<file path="config.mk">
export PLATFORM = sky130hd
export DESIGN_NAME = afc_slot_a_regs
export DESIGN_NICKNAME = d
export VERILOG_FILES = /design/src/logic/afc_pkg.sv /design/src/logic/afc_gain_decode.sv /design/src/logic/afc_slot_a_regs.sv
export SDC_FILE = /design/constraint.sdc
export NUM_CORES = 1
export LEC_CHECK = 0
export ABC_AREA = 1
export ABC_CLOCK_PERIOD_IN_PS = 3500
export BUFFER_PORTS_ARGS = -buffer_cell sky130_fd_sc_hd__buf_2
export CAP_MARGIN = 20
export CORE_ASPECT_RATIO = 1.1
export CORE_MARGIN = 1
export CORE_UTILIZATION = 46
export DETAILED_ROUTE_END_ITERATION = 12
export PLACE_DENSITY_LB_ADDON = 0.25
export SYNTH_ARGS = -nofsm -noshare
export SYNTH_HDL_FRONTEND = slang
export SYNTH_SLANG_ARGS = --single-unit
</file>
<file path="constraint.sdc">
create_clock -name i_mclk -period 3.5 [get_ports i_mclk]
set_input_delay 0 -clock i_mclk [delete_from_list [all_inputs] [get_ports i_mclk]]
set_output_delay 0 -clock i_mclk [all_outputs]
set_load 0.01 [all_outputs]
</file>
<file path="src/logic/afc_pkg.sv">
// Constants and types for the first-slot front-end configuration bank.
// Assumes a single 125 MHz clock and an 8-bit word-addressed 16-bit register port.
package afc_pkg;

    localparam int ADDR_W  = 8;
    localparam int DATA_W  = 16;
    localparam int GAIN_W  = 2;
    localparam int KOHM_W  = 8;
    localparam int NUM_CH  = 4;

    // Register offsets as printed
    localparam logic [7:0] ADDR_WINDOW = 8'h39;
    localparam logic [7:0] ADDR_MODE   = 8'h42;
    localparam logic [7:0] ADDR_PATH   = 8'h43;
    localparam logic [7:0] ADDR_GAIN   = 8'h55;

    // Reset values, assembled from the field defaults
    localparam logic [15:0] RST_WINDOW = 16'h22fc;
    localparam logic [15:0] RST_MODE   = 16'h1c38;
    localparam logic [15:0] RST_PATH   = 16'hada5;
    localparam logic [15:0] RST_GAIN   = 16'h0000;

    // Window timing fields
    localparam int WIDTH_LSB  = 11;
    localparam int WIDTH_W    = 5;
    localparam int COARSE_LSB = 5;
    localparam int COARSE_W   = 6;
    localparam int FINE_LSB   = 0;
    localparam int FINE_W     = 5;

    // Mode and gain fields
    localparam int MODE_LSB        = 8;
    localparam int MODE_W          = 8;
    localparam int IND_GAIN_BIT    = 6;
    localparam int COMMON_GAIN_LSB = 0;
    localparam logic [7:0] MODE_NORMAL = 8'h1c;
    localparam logic [7:0] MODE_DIGINT = 8'h1d;

    // Path connection codes
    localparam logic [15:0] PATH_FULL    = 16'hada5;
    localparam logic [15:0] PATH_TIA_ADC = 16'hb065;
    localparam logic [15:0] PATH_DIGINT  = 16'hae65;

    // Shared gain and power register fields
    localparam int PWR_LSB          = 13;
    localparam int PWR_W            = 3;
    localparam int SLOT_B_GAIN_LSB  = 6;
    localparam int SLOT_A_GAIN_LSB  = 0;
    localparam logic [2:0] PWR_ALL_ON   = 3'h0;
    localparam logic [2:0] PWR_DOWN_234 = 3'h7;

    // Stage enables, bit 3 TIA, bit 2 band-pass, bit 1 integrator, bit 0 converter
    localparam logic [3:0] STAGES_ALL     = 4'hf;
    localparam logic [3:0] STAGES_TIA_ADC = 4'h9;
    localparam logic [3:0] STAGES_NONE    = 4'h0;

    // Timing
    localparam int CLK_PERIOD_PS  = 8000;
    localparam int US_PS          = 1000000;
    localparam int FINE_STEP_PS   = 31250;
    localparam int CYC_PER_US     = US_PS / CLK_PERIOD_PS;
    localparam int FINE_PER_US    = US_PS / FINE_STEP_PS;
    localparam int CYC_W          = 13;
    localparam int START_W        = 11;

    typedef enum logic [1:0] {
        AFC_PATH_FULL,
        AFC_PATH_TIA_ADC,
        AFC_PATH_DIGINT,
        AFC_PATH_RESERVED
    } afc_path_t;

    typedef enum logic {
        AFC_MODE_NORMAL,
        AFC_MODE_DIGINT
    } afc_mode_t;

    function automatic logic [KOHM_W-1:0] gain_kohm(input logic [GAIN_W-1:0] code);
        logic [KOHM_W-1:0] k;
        k = 8'hc8;
        unique case (code)
            2'h0: k = 8'hc8;
            2'h1: k = 8'h64;
            2'h2: k = 8'h32;
            2'h3: k = 8'h19;
        endcase
        return k;
    endfunction

endpackage

</file>
<file path="src/logic/afc_gain_decode.sv">
// One channel gain stage: registers a two-bit gain code and its resistance.
// Assumes the code is a settled register field in the same clock domain.
module afc_gain_decode (
    input  wire logic                       i_mclk,
    input  wire logic                       i_srst,
    input  wire logic [afc_pkg::GAIN_W-1:0] i_code,
    output logic      [afc_pkg::GAIN_W-1:0] o_code,
    output logic      [afc_pkg::KOHM_W-1:0] o_kohm
);

    always_ff @(posedge i_mclk) begin
        if (i_srst) begin
            o_code <= '0;
            o_kohm <= afc_pkg::gain_kohm(2'h0);
        end else begin
            o_code <= i_code;
            o_kohm <= afc_pkg::gain_kohm(i_code);
        end
    end
endmodule

</file>
<file path="src/logic/afc_slot_a_regs.sv">
// First-slot front-end configuration bank: four 16-bit registers and the
// settings derived from them for the analog chain and the timing core.
// Assumes the serial decoder presents one-cycle read and write strobes.
// Behaviour
// - Window width from bits 15:11, one microsecond steps, reset code 4.
// - Coarse window delay from bits 10:5, one microsecond steps, reset 0x17.
// - Fine window delay from bits 4:0, 31.25 ns steps, reset 0x1C.
// - Mode byte 0x1C selects normal, 0x1D selects digital integrate.
// - Normal mode uses amplifier, band-pass, integrator and converter in turn.
// - Individual gain set: channel 1 from mode bits, others from shared register.
// - Individual gain clear: common two-bit code applies to all four channels.
// - Gain codes 0..3 mean 200, 100, 50, 25 kilohms.
// - Path word 0xADA5 full, 0xB065 amplifier-converter, 0xAE65 integration.
// - Power field 7 powers down channels 2-4 in integration mode.
// - Shared register holds second-slot gains for channels 4,3,2 at 11:6.
// - Shared register holds first-slot gains for channels 4,3,2 at 5:0.
// - Gapped integration uses the fine field as the gap in microseconds.
// - Integration mode only when the separate enable bit is set.
module afc_slot_a_regs (
    input  wire logic                        i_mclk,
    input  wire logic                        i_srst,
    input  wire logic                        i_reg_wr_en,
    input  wire logic                        i_reg_rd_en,
    input  wire logic [afc_pkg::ADDR_W-1:0]  i_reg_addr,
    input  wire logic [afc_pkg::DATA_W-1:0]  i_reg_wdata,
    input  wire logic                        i_first_slot_integration_enable,
    input  wire logic                        i_integration_gap_enable,
    output logic      [afc_pkg::DATA_W-1:0]  o_reg_rdata,
    output logic                             o_reg_rvalid,
    output logic                             o_reg_hit,
    output logic      [afc_pkg::CYC_W-1:0]   o_window_width_cycles,
    output logic      [afc_pkg::START_W-1:0] o_window_start_steps,
    output logic      [afc_pkg::CYC_W-1:0]   o_integration_gap_cycles,
    output logic                             o_digital_mode,
    output logic      [3:0]                  o_stage_enable,
    output logic                             o_path_reserved,
    output logic      [7:0]                  o_first_slot_gain_codes,
    output logic      [31:0]                 o_first_slot_gain_kohm,
    output logic      [5:0]                  o_second_slot_gain_codes,
    output logic      [23:0]                 o_second_slot_gain_kohm,
    output logic      [2:0]                  o_channel_powerdown
);

    logic [15:0] slot_a_window_timing;
    logic [15:0] slot_a_frontend_mode_gain;
    logic [15:0] slot_a_path_connection;
    logic [15:0] channel_gain_and_power;

    logic [afc_pkg::WIDTH_W-1:0]  first_slot_window_width;
    logic [afc_pkg::COARSE_W-1:0] first_slot_window_coarse_delay;
    logic [afc_pkg::FINE_W-1:0]   first_slot_window_fine_delay;
    logic [afc_pkg::MODE_W-1:0]   first_slot_frontend_mode;
    logic                         first_slot_individual_gain_enable;
    logic [1:0]                   first_slot_common_gain;
    logic [2:0]                   integration_channel_powerdown;
    logic [7:0]                   next_first_gain;
    logic [5:0]                   second_gain;
    logic                         addr_hit;
    afc_pkg::afc_path_t           path_sel;
    afc_pkg::afc_mode_t           next_mode;

    assign first_slot_window_width =
        slot_a_window_timing[afc_pkg::WIDTH_LSB +: afc_pkg::WIDTH_W];
    assign first_slot_window_coarse_delay =
        slot_a_window_timing[afc_pkg::COARSE_LSB +: afc_pkg::COARSE_W];
    assign first_slot_window_fine_delay =
        slot_a_window_timing[afc_pkg::FINE_LSB +: afc_pkg::FINE_W];
    assign first_slot_frontend_mode =
        slot_a_frontend_mode_gain[afc_pkg::MODE_LSB +: afc_pkg::MODE_W];
    assign first_slot_individual_gain_enable =
        slot_a_frontend_mode_gain[afc_pkg::IND_GAIN_BIT];
    assign first_slot_common_gain =
        slot_a_frontend_mode_gain[afc_pkg::COMMON_GAIN_LSB +: afc_pkg::GAIN_W];
    assign integration_channel_powerdown =
        channel_gain_and_power[afc_pkg::PWR_LSB +: afc_pkg::PWR_W];
    assign second_gain = channel_gain_and_power[afc_pkg::SLOT_B_GAIN_LSB +: 6];

    assign addr_hit = (i_reg_addr == afc_pkg::ADDR_WINDOW) ||
                      (i_reg_addr == afc_pkg::ADDR_MODE) ||
                      (i_reg_addr == afc_pkg::ADDR_PATH) ||
                      (i_reg_addr == afc_pkg::ADDR_GAIN);

    // Reserved bits are stored as written; the host keeps their fixed patterns.
    always_ff @(posedge i_mclk) begin
        if (i_srst) begin
            slot_a_window_timing      <= afc_pkg::RST_WINDOW;
            slot_a_frontend_mode_gain <= afc_pkg::RST_MODE;
            slot_a_path_connection    <= afc_pkg::RST_PATH;
            channel_gain_and_power    <= afc_pkg::RST_GAIN;
        end else if (i_reg_wr_en) begin
            unique case (i_reg_addr)
                afc_pkg::ADDR_WINDOW: slot_a_window_timing      <= i_reg_wdata;
                afc_pkg::ADDR_MODE:   slot_a_frontend_mode_gain <= i_reg_wdata;
                afc_pkg::ADDR_PATH:   slot_a_path_connection    <= i_reg_wdata;
                afc_pkg::ADDR_GAIN:   channel_gain_and_power    <= i_reg_wdata;
                default: ;
            endcase
        end
    end

    // Read answer one cycle after the strobe; unmapped offsets read zero.
    always_ff @(posedge i_mclk) begin
        if (i_srst) begin
            o_reg_rdata  <= '0;
            o_reg_rvalid <= 1'b0;
            o_reg_hit    <= 1'b0;
        end else begin
            o_reg_rvalid <= i_reg_rd_en;
            o_reg_hit    <= (i_reg_rd_en || i_reg_wr_en) && addr_hit;
            if (i_reg_rd_en) begin
                unique case (i_reg_addr)
                    afc_pkg::ADDR_WINDOW: o_reg_rdata <= slot_a_window_timing;
                    afc_pkg::ADDR_MODE:   o_reg_rdata <= slot_a_frontend_mode_gain;
                    afc_pkg::ADDR_PATH:   o_reg_rdata <= slot_a_path_connection;
                    afc_pkg::ADDR_GAIN:   o_reg_rdata <= channel_gain_and_power;
                    default:              o_reg_rdata <= '0;
                endcase
            end
        end
    end

    function automatic afc_pkg::afc_path_t decode_path(input logic [15:0] word);
        afc_pkg::afc_path_t p;
        p = afc_pkg::AFC_PATH_RESERVED;
        unique case (word)
            afc_pkg::PATH_FULL:    p = afc_pkg::AFC_PATH_FULL;
            afc_pkg::PATH_TIA_ADC: p = afc_pkg::AFC_PATH_TIA_ADC;
            afc_pkg::PATH_DIGINT:  p = afc_pkg::AFC_PATH_DIGINT;
            default:               p = afc_pkg::AFC_PATH_RESERVED;
        endcase
        return p;
    endfunction

    assign path_sel = decode_path(slot_a_path_connection);

    // Integration needs both the mode byte and the separate enable; a stray
    // mode byte alone must not switch the chain away from normal operation.
    assign next_mode = (i_first_slot_integration_enable &&
                        first_slot_frontend_mode == afc_pkg::MODE_DIGINT) ?
                       afc_pkg::AFC_MODE_DIGINT : afc_pkg::AFC_MODE_NORMAL;

    always_ff @(posedge i_mclk) begin
        if (i_srst) begin
            o_digital_mode  <= 1'b0;
            o_stage_enable  <= afc_pkg::STAGES_ALL;
            o_path_reserved <= 1'b0;
        end else begin
            o_digital_mode  <= (next_mode == afc_pkg::AFC_MODE_DIGINT);
            o_path_reserved <= (path_sel == afc_pkg::AFC_PATH_RESERVED);
            if (next_mode == afc_pkg::AFC_MODE_NORMAL) begin
                o_stage_enable <= afc_pkg::STAGES_ALL;
            end else begin
                unique case (path_sel)
                    afc_pkg::AFC_PATH_FULL:     o_stage_enable <= afc_pkg::STAGES_ALL;
                    afc_pkg::AFC_PATH_TIA_ADC:  o_stage_enable <= afc_pkg::STAGES_TIA_ADC;
                    afc_pkg::AFC_PATH_DIGINT:   o_stage_enable <= afc_pkg::STAGES_TIA_ADC;
                    afc_pkg::AFC_PATH_RESERVED: o_stage_enable <= afc_pkg::STAGES_NONE;
                endcase
            end
        end
    end

    // Window timing in clock cycles and in fine steps from the slot start.
    // In gapped mode the fine field is a gap, so the start loses its fine part.
    always_ff @(posedge i_mclk) begin
        if (i_srst) begin
            o_window_width_cycles    <= '0;
            o_window_start_steps     <= '0;
            o_integration_gap_cycles <= '0;
        end else begin
            o_window_width_cycles <= afc_pkg::CYC_W'(first_slot_window_width *
                                                     afc_pkg::CYC_PER_US);
            if (i_integration_gap_enable) begin
                o_window_start_steps     <= afc_pkg::START_W'(
                    first_slot_window_coarse_delay * afc_pkg::FINE_PER_US);
                o_integration_gap_cycles <= afc_pkg::CYC_W'(
                    first_slot_window_fine_delay * afc_pkg::CYC_PER_US);
            end else begin
                o_window_start_steps     <= afc_pkg::START_W'(
                    first_slot_window_coarse_delay * afc_pkg::FINE_PER_US +
                    first_slot_window_fine_delay);
                o_integration_gap_cycles <= '0;
            end
        end
    end

    // Per-channel first-slot gain selection, channel 1 in the low pair
    always_comb begin
        next_first_gain[1:0] = first_slot_common_gain;
        for (int c = 1; c < afc_pkg::NUM_CH; c++) begin
            if (first_slot_individual_gain_enable) begin
                next_first_gain[2*c +: 2] =
                    channel_gain_and_power[afc_pkg::SLOT_A_GAIN_LSB + 2*(c-1) +: 2];
            end else begin
                next_first_gain[2*c +: 2] = first_slot_common_gain;
            end
        end
    end

    genvar g;
    generate
        for (g = 0; g < afc_pkg::NUM_CH; g++) begin : g_first
            afc_gain_decode u_dec (
                .i_mclk (i_mclk),
                .i_srst (i_srst),
                .i_code (next_first_gain[2*g +: 2]),
                .o_code (o_first_slot_gain_codes[2*g +: 2]),
                .o_kohm (o_first_slot_gain_kohm[8*g +: 8])
            );
        end
        for (g = 0; g < afc_pkg::NUM_CH - 1; g++) begin : g_second
            afc_gain_decode u_dec (
                .i_mclk (i_mclk),
                .i_srst (i_srst),
                .i_code (second_gain[2*g +: 2]),
                .o_code (o_second_slot_gain_codes[2*g +: 2]),
                .o_kohm (o_second_slot_gain_kohm[8*g +: 8])
            );
        end
    endgenerate

    always_ff @(posedge i_mclk) begin
        if (i_srst) begin
            o_channel_powerdown <= '0;
        end else begin
            o_channel_powerdown <= {3{next_mode == afc_pkg::AFC_MODE_DIGINT &&
                integration_channel_powerdown == afc_pkg::PWR_DOWN_234}};
        end
    end
endmodule

</file>
==> results_dict.tcl <==
set metrics [dict create \
    outcome "complete, no violations" \
    grt_overflow 0 \
    area_growth_pct 19.9 \
    worst_slack_ns 0.257 \
    crit_path_frequent_cell "fa_1" \
    nets 1305 \
    clk_pin_slew_ns 0.07 \
    syn_inst 1020 \
    dp_slack_ns 0.232 \
    power_switching_mw 0.961 \
    yosys_warnings 0 \
    post_cts_buffers 0 \
    drt_wl_total_um 19000 \
    critPathBufInv 3 \
    fill_cells 1709 \
    p_seq_frac 0.518 \
    cts_inserted_buffers 17 \
    avgSynthCellArea_um2 8.28 \
    reg2regPathDepth 12 \
    diodes 0 \
    power.density_nw_per_um2 414 \
    cp.depth 12 \
    vdd_drop_max_mv 0.334 \
    grt_pass1_vias 6320 \
    dieArea_um2 18900 \
    portBuffers 161 \
    worstSetupPathType "reg -> reg" \
    clockBufferDepth 2 \
    final_common_cell "dfxtp_1" \
    drv_cap 0 \
    timing.fmax_mhz 308 \
    rsz0062_at_grt "no" \
    start_util 0.473 \
    worstSkewPairLatency_ns 0.42 \
    holdPathStages 3 \
    grt.total_usage 0.205 \
    dp_cells 1382 \
    via_per_inst 4.81 \
    cp_max_fo 5 \
    slew_headroom 0.493 \
    crit_arrival_ns 3.55 \
    fin_skew_ns 0.00578 \
    grt_pass1_wl_um 30800 \
    die_w_um 131 \
    crit_path_top_delay_cell "fa_1" \
    layout.cells.non_filler 1434 \
    layout_min_cycle_time_ns 3.24 \
    setup-violations-final 0 \
    internal-power_mw 3.23 \
    boundaryPins 164 \
    drcViolationCount 0 \
    critPathLaunchType "flop" \
    fin_crit_sh 0.926 \
    cts.sinks 189 \
    seq_area_frac_synth 0.448 \
    firstDrtPassIters 5 \
    rows 51 \
    cts-root-buf "clkbuf_16" \
    cp_top_family "adder cells" \
    worst_pin_slew_ns 0.758 \
    place_congestion 0.820 \
    drt_iter0_markers 316 \
    cp.required_ns 3.81 \
    wl_per_cell_um 13.3 \
    antenna_found_initial 0 \
    leakage_nw 4.97 \
    finalMaxSlewViolations 0 \
    final_hold_viol_count 0 \
    cp-end-kind "flop" \
    die_h_um 144 \
    ant_nets 0 \
    hp-class "in -> reg" \
    power_frac_comb 0.046 \
    post-dp-hpwl_um 13700 \
    swShare 0.229 \
    syn_area_um2 8440 \
    p_clk_frac 0.436 \
    synth.distinct_cells 34 \
    max_stage_delay_ns 0.57 \
    htree_levels 4 \
    whs_ns 0.0362 \
    drive_gt1_frac 0.187 \
    num_vias 6891 \
    fp.coreArea_um2 17900 \
    ys_seq_elements 189 \
    grt_max_degree 69 \
    layout_common_cells "188 x dfxtp_1, 160 x buf_2, 150 x inv_1" \
    cts_tree "yes" \
    path_cells "fa_1 > fa_1 > inv_1 > fa_1 > inv_1 > ha_1 > a21oi_1 > o21ai_0 > buf_4 > a21oi_1 > nand2_1 > nor3b_1" \
    tns_ns 0 \
]
==> power groups by stage <==
stage | logic (mW) | registers (mW) | clock network (mW)
after floorplan | 0.0945 | 2.23 | 0
after global placement | 0.175 | 2.22 | 0
after detailed placement | 0.176 | 2.22 | 0
after CTS | 0.194 | 2.17 | 1.87
after global routing | 0.215 | 2.17 | 1.97
final | 0.194 | 2.17 | 1.83
==> per-layer routing <==
| layer | routed length (um) | global-route usage |
|---|---|---|
| met1 | 8690 | 0.255 |
| met2 | 9050 | 0.352 |
| met3 | 981 | 0.0449 |
| met4 | 316 | 0.0693 |
| met5 | 0 | 0 |
==> metrics by stage <==
| step | total power, mW | utilization | instance area [um2] |
|---|---|---|---|
| final | 4.20 | 0.567 | 10100 |
| after global routing | 4.36 | 0.567 | 10100 |
| after CTS | 4.24 | 0.567 | 10100 |
| after detailed placement | 2.40 | 0.524 | 9370 |
| after global placement | 2.40 | 0.524 | 9370 |
| after floorplan | 2.33 | - | 8450 |
==> logic make-up (layout without fill, tap and decap cells) <==
kind of cell	after synthesis	after routing	synth area share
AND/OR/NAND/NOR	362	362	0.192
buffers and inverters	204	379	0.101
flip-flops	189	189	0.448
AO/OA/AOI/OAI	169	169	0.102
adder cells (fa/ha/maj)	92	92	0.154
XOR/XNOR	3	3	0.00311
other	1	2	0.000444
==> state kept, by name (all words and copies together) (netlist names), 12 cells and up <==
name	cells
g_second.u_dec.o_kohm	24
channel_gain_and_power	16
slot_a_window_timing	16
o_window_width_cycles	12
o_integration_gap_cycles	12
slot_a_path_connection	16
o_reg_rdata	16
slot_a_frontend_mode_gain	16
g_first.u_dec.o_kohm	32
==> timing repair <==
action,CTS,global route
hold endpoints to repair,94,0
gates resized for setup,0,1
hold buffers,20,0
setup endpoints to repair,0,1
==> worst paths after layout <==
check	from	end	slack, ns
worst max-delay path	slot_a_window_timing[13]	o_window_width_cycles[9]	0.26
worst min-delay path	i_reg_rd_en	o_reg_rdata[10]	0.04
worst max register to register	slot_a_window_timing[13]	o_window_width_cycles[9]	0.26
worst min register to register	slot_a_window_timing[6]	o_window_start_steps[6]	0.45
==> tightest hold or removal path, stage by stage <==
cell	delay, ns
buf_2	0.22
o21ai_1	0.12
a21oi_1	0.06
==> final cells by class <==
cell class | instances | area (um2) | share of cell area
Multi-Input combinational cell | 628 | 3810 | 0.377
Clock buffer | 19 | 443 | 0.0437
Sequential cell | 189 | 3780 | 0.374
Inverter | 156 | 586 | 0.0578
Timing Repair Buffer | 191 | 1080 | 0.107
Clock inverter | 13 | 116 | 0.0115
Tap cell | 238 | 298 | 0.0294
==> synth_stat cells <==
cell,n,area share
nand3_1,103,0.061
fa_1,20,0.047
o21bai_1,2,0.0018
nor4_1,3,0.0022
nand2_8,1,0.0024
a21oi_1,93,0.055
nand3_2,1,0.0012
and2_1,1,0.00074
buf_6,3,0.0040
nand2_2,3,0.0022
ha_1,72,0.11
or2_2,3,0.0022
nor2_4,7,0.0093
conb_1,1,0.00044
clkinv_1,2,0.00089
nor3_1,7,0.0041
nand4_1,5,0.0037
a31oi_1,1,0.00074
xor2_1,1,0.0010
clkbuf_1,20,0.0089
nor3b_1,1,0.00089
buf_4,12,0.011
o21ai_1,12,0.0071
inv_2,3,0.0013
a21oi_2,1,0.0010
buf_2,13,0.0077
inv_1,151,0.067
nor2_1,82,0.036
xnor2_1,2,0.0021
nand2_1,143,0.064
nand3b_1,2,0.0018
dfxtp_1,189,0.45
o21ai_0,59,0.035
o21ai_2,1,0.0010
Power figures use the tool's default switching activity.
